==> config.mk <==
export PLATFORM = sky130hd
export DESIGN_NAME = abu_top
export DESIGN_NICKNAME = d
export VERILOG_FILES = /design/src/include/abu_pkg.sv /design/src/include/abu_cmp_if.sv /design/src/abu_comparator.sv /design/src/abu_top.sv
export VERILOG_INCLUDE_DIRS = /design/src /design/src/include
export SDC_FILE = /design/constraint.sdc
export NUM_CORES = 1
export LEC_CHECK = 0
export BUFFER_PORTS_ARGS = -buffer_cell sky130_fd_sc_hd__buf_4
export CORE_UTILIZATION = 36
export DETAILED_ROUTE_END_ITERATION = 7
export HOLD_SLACK_MARGIN = 0.02
export SLEW_MARGIN = 20
export SYNTH_ARGS = -nofsm -noshare
export SYNTH_HDL_FRONTEND = slang
export SYNTH_SLANG_ARGS = --single-unit
==> constraint.sdc <==
create_clock -name clk_in -period 4.1 [get_ports clk_in]
set_input_delay 0.205 -clock clk_in [delete_from_list [all_inputs] [get_ports clk_in]]
set_output_delay 0.205 -clock clk_in [all_outputs]
set_load 0.02 [all_outputs]
==> src/include/abu_defines.svh <==
// Constants of the address breakpoint unit: register indices, field positions, reset values.
// Assumes that the includer places the registers at byte address four times the index.
`ifndef ABU_DEFINES_SVH
`define ABU_DEFINES_SVH

// Register indices; the byte address on the bus is four times the index.
`define ABU_IDX_MEMORY_CONTROL          8'h95
`define ABU_IDX_BREAKPOINT_CONTROL      8'hA9
`define ABU_IDX_BREAKPOINT_ADDRESS_LOW  8'hAA
`define ABU_IDX_BREAKPOINT_ADDRESS_HIGH 8'hAB
`define ABU_IDX_IRQ_STATUS              8'hB0
`define ABU_IDX_IRQ_MASK                8'hB1

// Field positions.
`define ABU_BIT_COMPARATOR_SELECT       7
`define ABU_BIT_HIT_FLAG                7
`define ABU_BIT_SPACE_SELECT_PROGRAM    1
`define ABU_BIT_COMPARE_ENABLE          0

// Reset values.
`define ABU_RST_MEMORY_CONTROL          8'h00
`define ABU_RST_BREAKPOINT_CONTROL      8'h00
`define ABU_RST_TARGET_ADDRESS          16'h0000
`define ABU_RST_IRQ_STATUS              2'h0
`define ABU_RST_IRQ_MASK                2'h0

// Shape of the bus word and of the register index.
`define ABU_BUS_DATA_W                  32
`define ABU_IDX_LSB                     2
`define ABU_IDX_MSB                     9

`endif

==> src/include/abu_pkg.sv <==
// Types shared by the address breakpoint unit and its comparators.
// Assumes nothing of its surroundings.
package abu_pkg;

  // A byte as seen in the register file.
  typedef logic [7:0] abu_byte_t;

  // A 16-bit memory address watched by a comparator.
  typedef logic [15:0] abu_addr_t;

  // Memory space that a comparator watches.
  typedef enum logic {
    ABU_SPACE_DATA,
    ABU_SPACE_PROGRAM
  } abu_space_t;

endpackage : abu_pkg

==> src/include/abu_cmp_if.sv <==
// Carrier between the register file and one breakpoint comparator.
// Assumes both ends run on the same clock.
`timescale 1ns/10ps
`default_nettype none

interface abu_cmp_if;
  // Write strobes and data from the register file.
  logic                wr_addr_low;
  logic                wr_addr_high;
  logic                wr_control;
  logic                clear_hit;
  abu_pkg::abu_byte_t  wdata;
  // State reported back by the comparator.
  abu_pkg::abu_addr_t  target;
  abu_pkg::abu_space_t space;
  logic                enable;
  logic                hit;
  logic                match;

  modport ctrl (
    output wr_addr_low, wr_addr_high, wr_control, clear_hit, wdata,
    input  target, space, enable, hit, match
  );

  modport cmp (
    input  wr_addr_low, wr_addr_high, wr_control, clear_hit, wdata,
    output target, space, enable, hit, match
  );
endinterface : abu_cmp_if

`default_nettype wire

==> src/abu_comparator.sv <==
// One breakpoint comparator: target address, space, enable and sticky hit flag.
// Assumes access strobes on the core buses are synchronous to clk_in.
`timescale 1ns/10ps
`default_nettype none
`include "abu_defines.svh"

module abu_comparator (
  // Clock and reset.
  input  wire logic                clk_in,
  input  wire logic                reset_in,
  // Register file side.
  abu_cmp_if.cmp                   cfg,
  // Core buses.
  input  wire logic                prog_access_in,
  input  wire abu_pkg::abu_addr_t  prog_addr_in,
  input  wire logic                data_access_in,
  input  wire abu_pkg::abu_addr_t  data_addr_in
);

  abu_pkg::abu_addr_t  target_q;
  abu_pkg::abu_space_t space_q;
  logic                enable_q;
  logic                hit_q;

  // Full 16-bit equality of an access against the stored target.
  function automatic logic addr_hit(input logic access, input abu_pkg::abu_addr_t addr,
                                    input abu_pkg::abu_addr_t tgt);
    addr_hit = access && (addr == tgt);
  endfunction : addr_hit

  // Match on the chosen space only; prefetches count like any other fetch.
  always_comb begin
    if (space_q == abu_pkg::ABU_SPACE_PROGRAM) begin
      cfg.match = enable_q && addr_hit(prog_access_in, prog_addr_in, target_q);
    end else begin
      cfg.match = enable_q && addr_hit(data_access_in, data_addr_in, target_q);
    end
  end

  // Target address bytes, low and high written separately.
  always_ff @(posedge clk_in or posedge reset_in) begin
    if (reset_in) begin
      target_q <= `ABU_RST_TARGET_ADDRESS;
    end else if (cfg.wr_addr_low) begin
      target_q[7:0] <= cfg.wdata;
    end else if (cfg.wr_addr_high) begin
      target_q[15:8] <= cfg.wdata;
    end
  end

  // Space and enable bits of this comparator.
  always_ff @(posedge clk_in or posedge reset_in) begin
    if (reset_in) begin
      space_q  <= abu_pkg::ABU_SPACE_DATA;
      enable_q <= 1'b0;
    end else if (cfg.wr_control) begin
      space_q  <= abu_pkg::abu_space_t'(cfg.wdata[`ABU_BIT_SPACE_SELECT_PROGRAM]);
      enable_q <= cfg.wdata[`ABU_BIT_COMPARE_ENABLE];
    end
  end

  // Sticky hit; a match in the clearing cycle keeps the flag set.
  always_ff @(posedge clk_in or posedge reset_in) begin
    if (reset_in) begin
      hit_q <= 1'b0;
    end else if (cfg.match) begin
      hit_q <= 1'b1;
    end else if (cfg.clear_hit) begin
      hit_q <= 1'b0;
    end
  end

  // State seen by the register file.
  assign cfg.target = target_q;
  assign cfg.space  = space_q;
  assign cfg.enable = enable_q;
  assign cfg.hit    = hit_q;

endmodule : abu_comparator

`default_nettype wire

==> src/abu_top.sv <==
// Address breakpoint unit: two comparators, their register file and interrupts.
// Assumes an Avalon-MM master on clk_in and core access strobes synchronous to clk_in.
// Register map; each register sits in byte lane 0 at four times its index.
// Index 0x95 memory control: bit 7 comparator select, bits 6:0 plain storage.
// Index 0xA9 breakpoint control: bit 7 hit flag, bit 1 space, bit 0 enable.
// Index 0xAA and 0xAB hold the low and high target byte of the selected comparator.
// Index 0xB0 holds one event bit per comparator, and its read clears them.
// Index 0xB1 masks those event bits onto irq_out, with the same layout.
//
// Every bus request waits exactly one cycle: waitrequest is high in the first
// cycle and low in the second, and the access is taken at the edge closing it.
// A request that is held high past that edge is a new request.
//
// The target bytes are written one at a time, so an enabled comparator compares
// against a half-updated target; software should keep it disabled meanwhile.
// A hit wins over a clear, a select write and a status read in the same cycle.
// The breakpoint line has no enable or mask; the interrupt controller owns them.
`timescale 1ns/10ps
`default_nettype none
`include "abu_defines.svh"

module abu_top #(
  parameter int ADDR_W = 10
) (
  // Clock and reset.
  input  wire logic                clk_in,
  input  wire logic                reset_in,
  // Avalon-MM slave.
  input  wire logic [ADDR_W-1:0]   avs_address_in,
  input  wire logic                avs_read_in,
  input  wire logic                avs_write_in,
  input  wire logic [3:0]          avs_byteenable_in,
  input  wire logic [31:0]         avs_writedata_in,
  output logic      [31:0]         avs_readdata_out,
  output logic                     avs_waitrequest_out,
  // Core program and data buses.
  input  wire logic                prog_access_in,
  input  wire abu_pkg::abu_addr_t  prog_addr_in,
  input  wire logic                data_access_in,
  input  wire abu_pkg::abu_addr_t  data_addr_in,
  // Interrupts.
  output logic                     bp_aux_irq_out,
  output logic                     irq_out
);

  localparam int NUM_CMP = 2;

  // Bus handshake state.
  logic                ack_q;
  logic                ack_d;
  logic [31:0]         rdata_q;
  logic [31:0]         rdata_d;
  logic                req;
  logic                wr_take;
  logic                rd_take;
  logic [7:0]          idx;
  abu_pkg::abu_byte_t  wbyte;

  // Register write strobes.
  logic                wr_memctl;
  logic                wr_bpctl;
  logic                wr_low;
  logic                wr_high;
  logic                wr_mask;
  logic                rd_status;

  // Register state.
  logic                sel_q;
  logic                sel_d;
  logic [6:0]          memctl_rest_q;
  logic [6:0]          memctl_rest_d;
  logic [1:0]          status_q;
  logic [1:0]          status_d;
  logic [1:0]          mask_q;
  logic [1:0]          mask_d;

  // Per-comparator views.
  logic [NUM_CMP-1:0]  cmp_match;
  logic [NUM_CMP-1:0]  cmp_hit;
  logic [NUM_CMP-1:0]  cmp_enable;
  logic [NUM_CMP-1:0]  cmp_space;
  abu_pkg::abu_addr_t  cmp_target [NUM_CMP];
  logic                hit_any;

  // Fields of the comparator that the select bit names.
  abu_pkg::abu_addr_t  sel_target;
  logic                sel_space;
  logic                sel_enable;

  // True when the index names the given register.
  function automatic logic idx_is(input logic [7:0] cur, input logic [7:0] reg_idx);
    idx_is = (cur == reg_idx);
  endfunction : idx_is

  // True when the select bit names the given comparator.
  function automatic logic is_selected(input logic sel, input int unsigned bank);
    is_selected = (sel == 1'(bank));
  endfunction : is_selected

  // Request decode; every access waits exactly one cycle before it is taken.
  always_comb begin
    idx                 = avs_address_in[`ABU_IDX_MSB:`ABU_IDX_LSB];
    wbyte               = avs_writedata_in[7:0];
    req                 = avs_read_in | avs_write_in;
    avs_waitrequest_out = req & ~ack_q;
    ack_d               = req & ~ack_q;
    wr_take             = avs_write_in & ack_q & avs_byteenable_in[0];
    rd_take             = avs_read_in & ack_q;
  end

  // Write strobes per register; unmapped indices are ignored.
  always_comb begin
    wr_memctl = wr_take && idx_is(idx, `ABU_IDX_MEMORY_CONTROL);
    wr_bpctl  = wr_take && idx_is(idx, `ABU_IDX_BREAKPOINT_CONTROL);
    wr_low    = wr_take && idx_is(idx, `ABU_IDX_BREAKPOINT_ADDRESS_LOW);
    wr_high   = wr_take && idx_is(idx, `ABU_IDX_BREAKPOINT_ADDRESS_HIGH);
    wr_mask   = wr_take && idx_is(idx, `ABU_IDX_IRQ_MASK);
    rd_status = rd_take && idx_is(idx, `ABU_IDX_IRQ_STATUS);
  end

  // Acknowledge toggles high for one cycle in the second cycle of each request.
  always_ff @(posedge clk_in or posedge reset_in) begin
    if (reset_in) begin
      ack_q <= 1'b0;
    end else begin
      ack_q <= ack_d;
    end
  end

  // The two comparators, evaluated side by side every cycle.
  genvar g;
  generate
    for (g = 0; g < NUM_CMP; g++) begin : gen_cmp
      abu_cmp_if bus ();
      logic      cmp_sel;

      // This comparator is the one that software has selected.
      assign cmp_sel = is_selected(sel_q, g);

      // Only the selected comparator sees configuration writes.
      assign bus.wr_addr_low  = wr_low  && cmp_sel;
      assign bus.wr_addr_high = wr_high && cmp_sel;
      assign bus.wr_control   = wr_bpctl && cmp_sel;
      assign bus.clear_hit    = wr_bpctl && cmp_sel &&
                                wbyte[`ABU_BIT_HIT_FLAG];
      assign bus.wdata        = wbyte;

      abu_comparator u_cmp (
        .clk_in         (clk_in),
        .reset_in       (reset_in),
        .cfg            (bus.cmp),
        .prog_access_in (prog_access_in),
        .prog_addr_in   (prog_addr_in),
        .data_access_in (data_access_in),
        .data_addr_in   (data_addr_in)
      );

      assign cmp_match[g]  = bus.match;
      assign cmp_hit[g]    = bus.hit;
      assign cmp_enable[g] = bus.enable;
      assign cmp_space[g]  = bus.space;
      assign cmp_target[g] = bus.target;
    end
  endgenerate

  // Shared hit flag over both comparators.
  assign hit_any = |cmp_hit;

  // Next select; a hit overrides software and names the comparator that fired.
  always_comb begin
    sel_d = sel_q;
    if (cmp_match[0]) begin
      sel_d = 1'b0;
    end else if (cmp_match[1]) begin
      sel_d = 1'b1;
    end else if (wr_memctl) begin
      sel_d = wbyte[`ABU_BIT_COMPARATOR_SELECT];
    end
  end

  // Comparator select register.
  always_ff @(posedge clk_in or posedge reset_in) begin
    if (reset_in) begin
      sel_q <= 1'(`ABU_RST_MEMORY_CONTROL >> `ABU_BIT_COMPARATOR_SELECT);
    end else begin
      sel_q <= sel_d;
    end
  end

  // Remaining memory control bits are plain storage.
  always_comb begin
    memctl_rest_d = wr_memctl ? wbyte[6:0] : memctl_rest_q;
  end

  // Storage bits of memory control.
  always_ff @(posedge clk_in or posedge reset_in) begin
    if (reset_in) begin
      memctl_rest_q <= 7'(`ABU_RST_MEMORY_CONTROL);
    end else begin
      memctl_rest_q <= memctl_rest_d;
    end
  end

  // Next interrupt mask.
  always_comb begin
    mask_d = wr_mask ? wbyte[1:0] : mask_q;
  end

  // Interrupt mask register.
  always_ff @(posedge clk_in or posedge reset_in) begin
    if (reset_in) begin
      mask_q <= `ABU_RST_IRQ_MASK;
    end else begin
      mask_q <= mask_d;
    end
  end

  // Next event bits; a read clears only the bits it returned, so a new hit survives.
  always_comb begin
    status_d = status_q | cmp_match;
    if (rd_status) begin
      status_d = (status_q & ~rdata_q[1:0]) | cmp_match;
    end
  end

  // Sticky event bits.
  always_ff @(posedge clk_in or posedge reset_in) begin
    if (reset_in) begin
      status_q <= `ABU_RST_IRQ_STATUS;
    end else begin
      status_q <= status_d;
    end
  end

  // Fields of the selected comparator, as the registers show them.
  assign sel_target = cmp_target[sel_q];
  assign sel_space  = cmp_space[sel_q];
  assign sel_enable = cmp_enable[sel_q];

  // Read multiplexer; unmapped indices read as zero.
  always_comb begin
    rdata_d = '0;
    unique case (1'b1)
      idx_is(idx, `ABU_IDX_MEMORY_CONTROL): begin
        rdata_d[7:0] = {sel_q, memctl_rest_q};
      end
      idx_is(idx, `ABU_IDX_BREAKPOINT_CONTROL): begin
        rdata_d[`ABU_BIT_HIT_FLAG]             = hit_any;
        rdata_d[`ABU_BIT_SPACE_SELECT_PROGRAM] = sel_space;
        rdata_d[`ABU_BIT_COMPARE_ENABLE]       = sel_enable;
      end
      idx_is(idx, `ABU_IDX_BREAKPOINT_ADDRESS_LOW): begin
        rdata_d[7:0] = sel_target[7:0];
      end
      idx_is(idx, `ABU_IDX_BREAKPOINT_ADDRESS_HIGH): begin
        rdata_d[7:0] = sel_target[15:8];
      end
      idx_is(idx, `ABU_IDX_IRQ_STATUS): begin
        rdata_d[1:0] = status_q;
      end
      idx_is(idx, `ABU_IDX_IRQ_MASK): begin
        rdata_d[1:0] = mask_q;
      end
      default: begin
        rdata_d = '0;
      end
    endcase
  end

  // Read data is captured in the waiting cycle and stands while waitrequest is low.
  always_ff @(posedge clk_in or posedge reset_in) begin
    if (reset_in) begin
      rdata_q <= '0;
    end else if (avs_read_in && !ack_q) begin
      rdata_q <= rdata_d;
    end
  end

  assign avs_readdata_out = rdata_q;

  // Breakpoint line to the interrupt controller, which applies its own enable and mask.
  assign bp_aux_irq_out = hit_any;

  // Local interrupt, high while an unmasked event bit is set.
  assign irq_out = |(status_q & mask_q);

endmodule : abu_top

`default_nettype wire

==> flow_summary_export.csv <==
group,metric,value,unit
layout,final_cell_area,4443,µm²
layout,area_growth,21.48,%
synthesis,async_flop_share,1.000,
critical_path,reg2reg_to,"gen_cmp[1].cmp_sel",
synthesis,seq_area_frac_synth,0.4037,
critical_path,r2r_slack,2.02,ns
synthesis,synth_enable_flop_cells,0,
critical_path,cpMaxStageDelayCell,"dfrtp_1",
global_routing,grt_pass1_vias,2801,
sta,max-slew-margin-rel,0.3920,
critical_path,arrival,2.28,ns
global_routing,grt.overflow.total,0,
layout,n_antenna_cell,0,
sta,hold_violations,0,
floorplan,coreArea,9819,µm²
synthesis,ys_types,41,
routing,vias,2767,
placement,postPlaceCellArea,4215,µm²
synthesis,synth-seq-cells,59,
cts,path_clk_slew,0.07,ns
cts,clock_latency,0.35,ns
cts,cts_max_path_buffers,2,
routing,wl_met3,620,µm
sta,skew,0.009613,ns
critical_path,critical_path_class,"reg -> reg",
routing,vias_per_cell,5.124,
layout,nets,486,
global_routing,grt_pass1_wl,15080,µm
cts,post_cts_buffers,0,
global_routing,antenna_found_initial,0,
cts,cts_max_level,3,
cts,cts_hold_buf,0,
synthesis,synth_top_flop_cell,"dfrtp_1",
synthesis,synth.yosys.warnings,0,
floorplan,ios,119,
synthesis,synth_area,3657,µm²
sta,drv_slew,0,
cts,cts.repair.resized,0,
sta,period_needed,2.077,ns
sta,finalSetupViolations,0,
global_routing,track_usage,0.1996,
cts,root_buffer,"clkbuf_8",
floorplan,die_x,102.8,µm
pwr,power_leakage,0.001983,µW
critical_path,worstSetupStartpointType,"register",
critical_path,crit_chain,"xor2_1, nor4_1, nand4_1, nor4_1, o21ai_0, a21boi_0",
pwr,power.total,1404,µW
min_path,hold_class,"in -> async",
global_routing,grt_max_degree,60,
sta,layout_worst_path_cycle_share,0.5066,
critical_path,worstPathRequired,4.31,ns
layout,drive_above_1_share,0.3587,
routing,top_layer,"met4",
floorplan,initial_core_util,0.3725,
floorplan,fp.dieH,102.8,µm
routing,first_pass_iters,4,
floorplan,rows,36,
routing,ant_nets,0,
placement,place_congestion,0.8976,
pwr,pwr_density_cell,315.9,nW/µm²
synthesis,synthCells,329,
status,status,"finished, final reports clean",
cts,cts_tree,"yes",
critical_path,rr_startpoint,"gen_cmp[0].u_cmp.cfg.target[4]",
layout,fill_cells,969,
cts,cts.sinks,59,
sta,fin_ws,2.023,ns
critical_path,endpoint_kind,"register",
sta,tightest_slew,0.9036,ns
routing,wl_met1,4369,µm
cts,cts_buffers,9,
routing,drc,0,
routing,drt_iter0_drc,86,
critical_path,r2r_cells,6,
pwr,ir_drop,0.2226,mV
placement,dp_hpwl,7561,µm
critical_path,slowest_delay,0.44,ns
sta,rsz0062_at_grt,"no",
routing,wire_per_inst,18.37,µm
routing,wl_met2,4703,µm
job,max-cap-violations,0,
routing,wl,9920,µm
placement,portBuffers,65,
synthesis,avgSynthCellArea,11.12,µm²
critical_path,cp_common_cell,"nor4_1",
critical_path,worst-path-max-fanout,4,
floorplan,dieArea,10570,µm²
sta,finalSetupTns,0,ns
placement,pre_cts_slack,1.959,ns
sta,max_freq,481.4,MHz
-- registers in the layout, summed over array words and instances (netlist names), 2 cells and up --
name and count:
mask_q 2, gen_cmp.u_cmp.cfg.hit 2, gen_cmp.u_cmp.cfg.target 32, memctl_rest_q 7, gen_cmp.u_cmp.cfg.enable 2, avs_readdata_out 8, status_q 2, gen_cmp.u_cmp.cfg.space 2
-- Yosys cell counts (3+ instances only) --
cell	count	area [µm²]
nor2_1	9	33.78
o21ai_0	8	40.04
buf_4	24	180.2
o22a_1	3	26.28
nor3_1	3	15.01
nor4_1	6	37.54
xor2_1	10	87.58
a21oi_1	7	35.03
nand2_1	18	67.56
nand3_1	6	30.03
nand4_1	15	93.84
mux2i_1	10	100.1
inv_1	5	18.77
mux2_2	52	585.6
xnor2_1	54	473.0
dfrtp_1	59	1476
-- worst max path at each step --
stage | from | to | slack, ns | cells after the start
after floorplan | avs_address_in[8] | gen_cmp[1].u_cmp.cfg.target[0] | 2.38 | 5
after global placement | avs_address_in[8] | gen_cmp[1].u_cmp.cfg.target[12] | 2.00 | 6
after detailed placement | avs_address_in[8] | gen_cmp[0].u_cmp.cfg.target[12] | 1.96 | 6
after CTS | gen_cmp[0].u_cmp.cfg.target[4] | gen_cmp[1].cmp_sel | 2.09 | 6
after global routing | gen_cmp[0].u_cmp.cfg.target[4] | gen_cmp[1].cmp_sel | 1.94 | 6
final | gen_cmp[0].u_cmp.cfg.target[4] | gen_cmp[1].cmp_sel | 2.02 | 6
-- placed cells by master, fill, tap and decap left out, types with 6 or more instances in the layout --
cell and count:
nor2_1 9, dfrtp_1 59, mux2i_1 10, clkbuf_8 11, a21oi_1 7, mux2_2 52
xnor2_1 54, nand4_1 15, o21ai_0 8, xor2_1 10, conb_1 24, nand3_1 6
nand2_1 18, nor4_1 6, buf_4 67
-- layer usage --
metal  vias to the layer above  track usage
li1                       1279            -
met1                      1362       0.2603
met2                       109       0.3246
met3                        17      0.04068
met4                         0      0.08017
met5                         -            0
-- cell families (layout without fill, tap and decap cells) --
logic type                after synthesis  in the layout  synth area share
other                                   1             24          0.001025
and+or+nand+nor                        77             77            0.1348
AOI/OAI and AO/OA                      33             33           0.06056
buffers and inverters                  33             88           0.05919
muxes                                  62             62            0.1875
DFF                                    59             59            0.4037
xor gates and xnor gates               64             64            0.1533
-- power by group --
group | internal (µW) | leakage, µW | total [µW] | switching (µW)
Combinational | 80.5 | 0.00105 | 186 | 106
Sequential | 592 | 0.000816 | 603 | 10.5
Clock | 374 | 0.000113 | 615 | 240
Total | 1050 | 0.00198 | 1400 | 356
-- area by class of cell --
type                    instances  area, µm²  share of cell area
flip-flops and latches         59       1476              0.3323
clock inverters                 4      72.57             0.01633
multi-input cells             260       2051              0.4616
inverters                       5      18.77            0.004224
clock buffers                  12      155.1             0.03492
repair buffers                 67      503.0              0.1132
well taps                     133      166.4             0.03745
-- stage by stage --
step	util	cells	hold WS, ns
2_1_floorplan	-	352	0.3555
5_1_grt	0.4525	540	0.1179
3_3_place_gp	0.4293	524	0.4568
3_5_place_dp	0.4293	524	0.4638
6_report	0.4525	540	0.05342
4_1_cts	0.4525	540	0.09971
-- worst max-delay path: cells and delay by family, from the launching register on --
kind,cells,cell delay [ns]
and+or+nand+nor,3,0.91
DFF,1,0.44
AOI/OAI and AO/OA,2,0.38
xor gates and xnor gates,1,0.20
No activity file was read; power rests on OpenSTA's default activity.
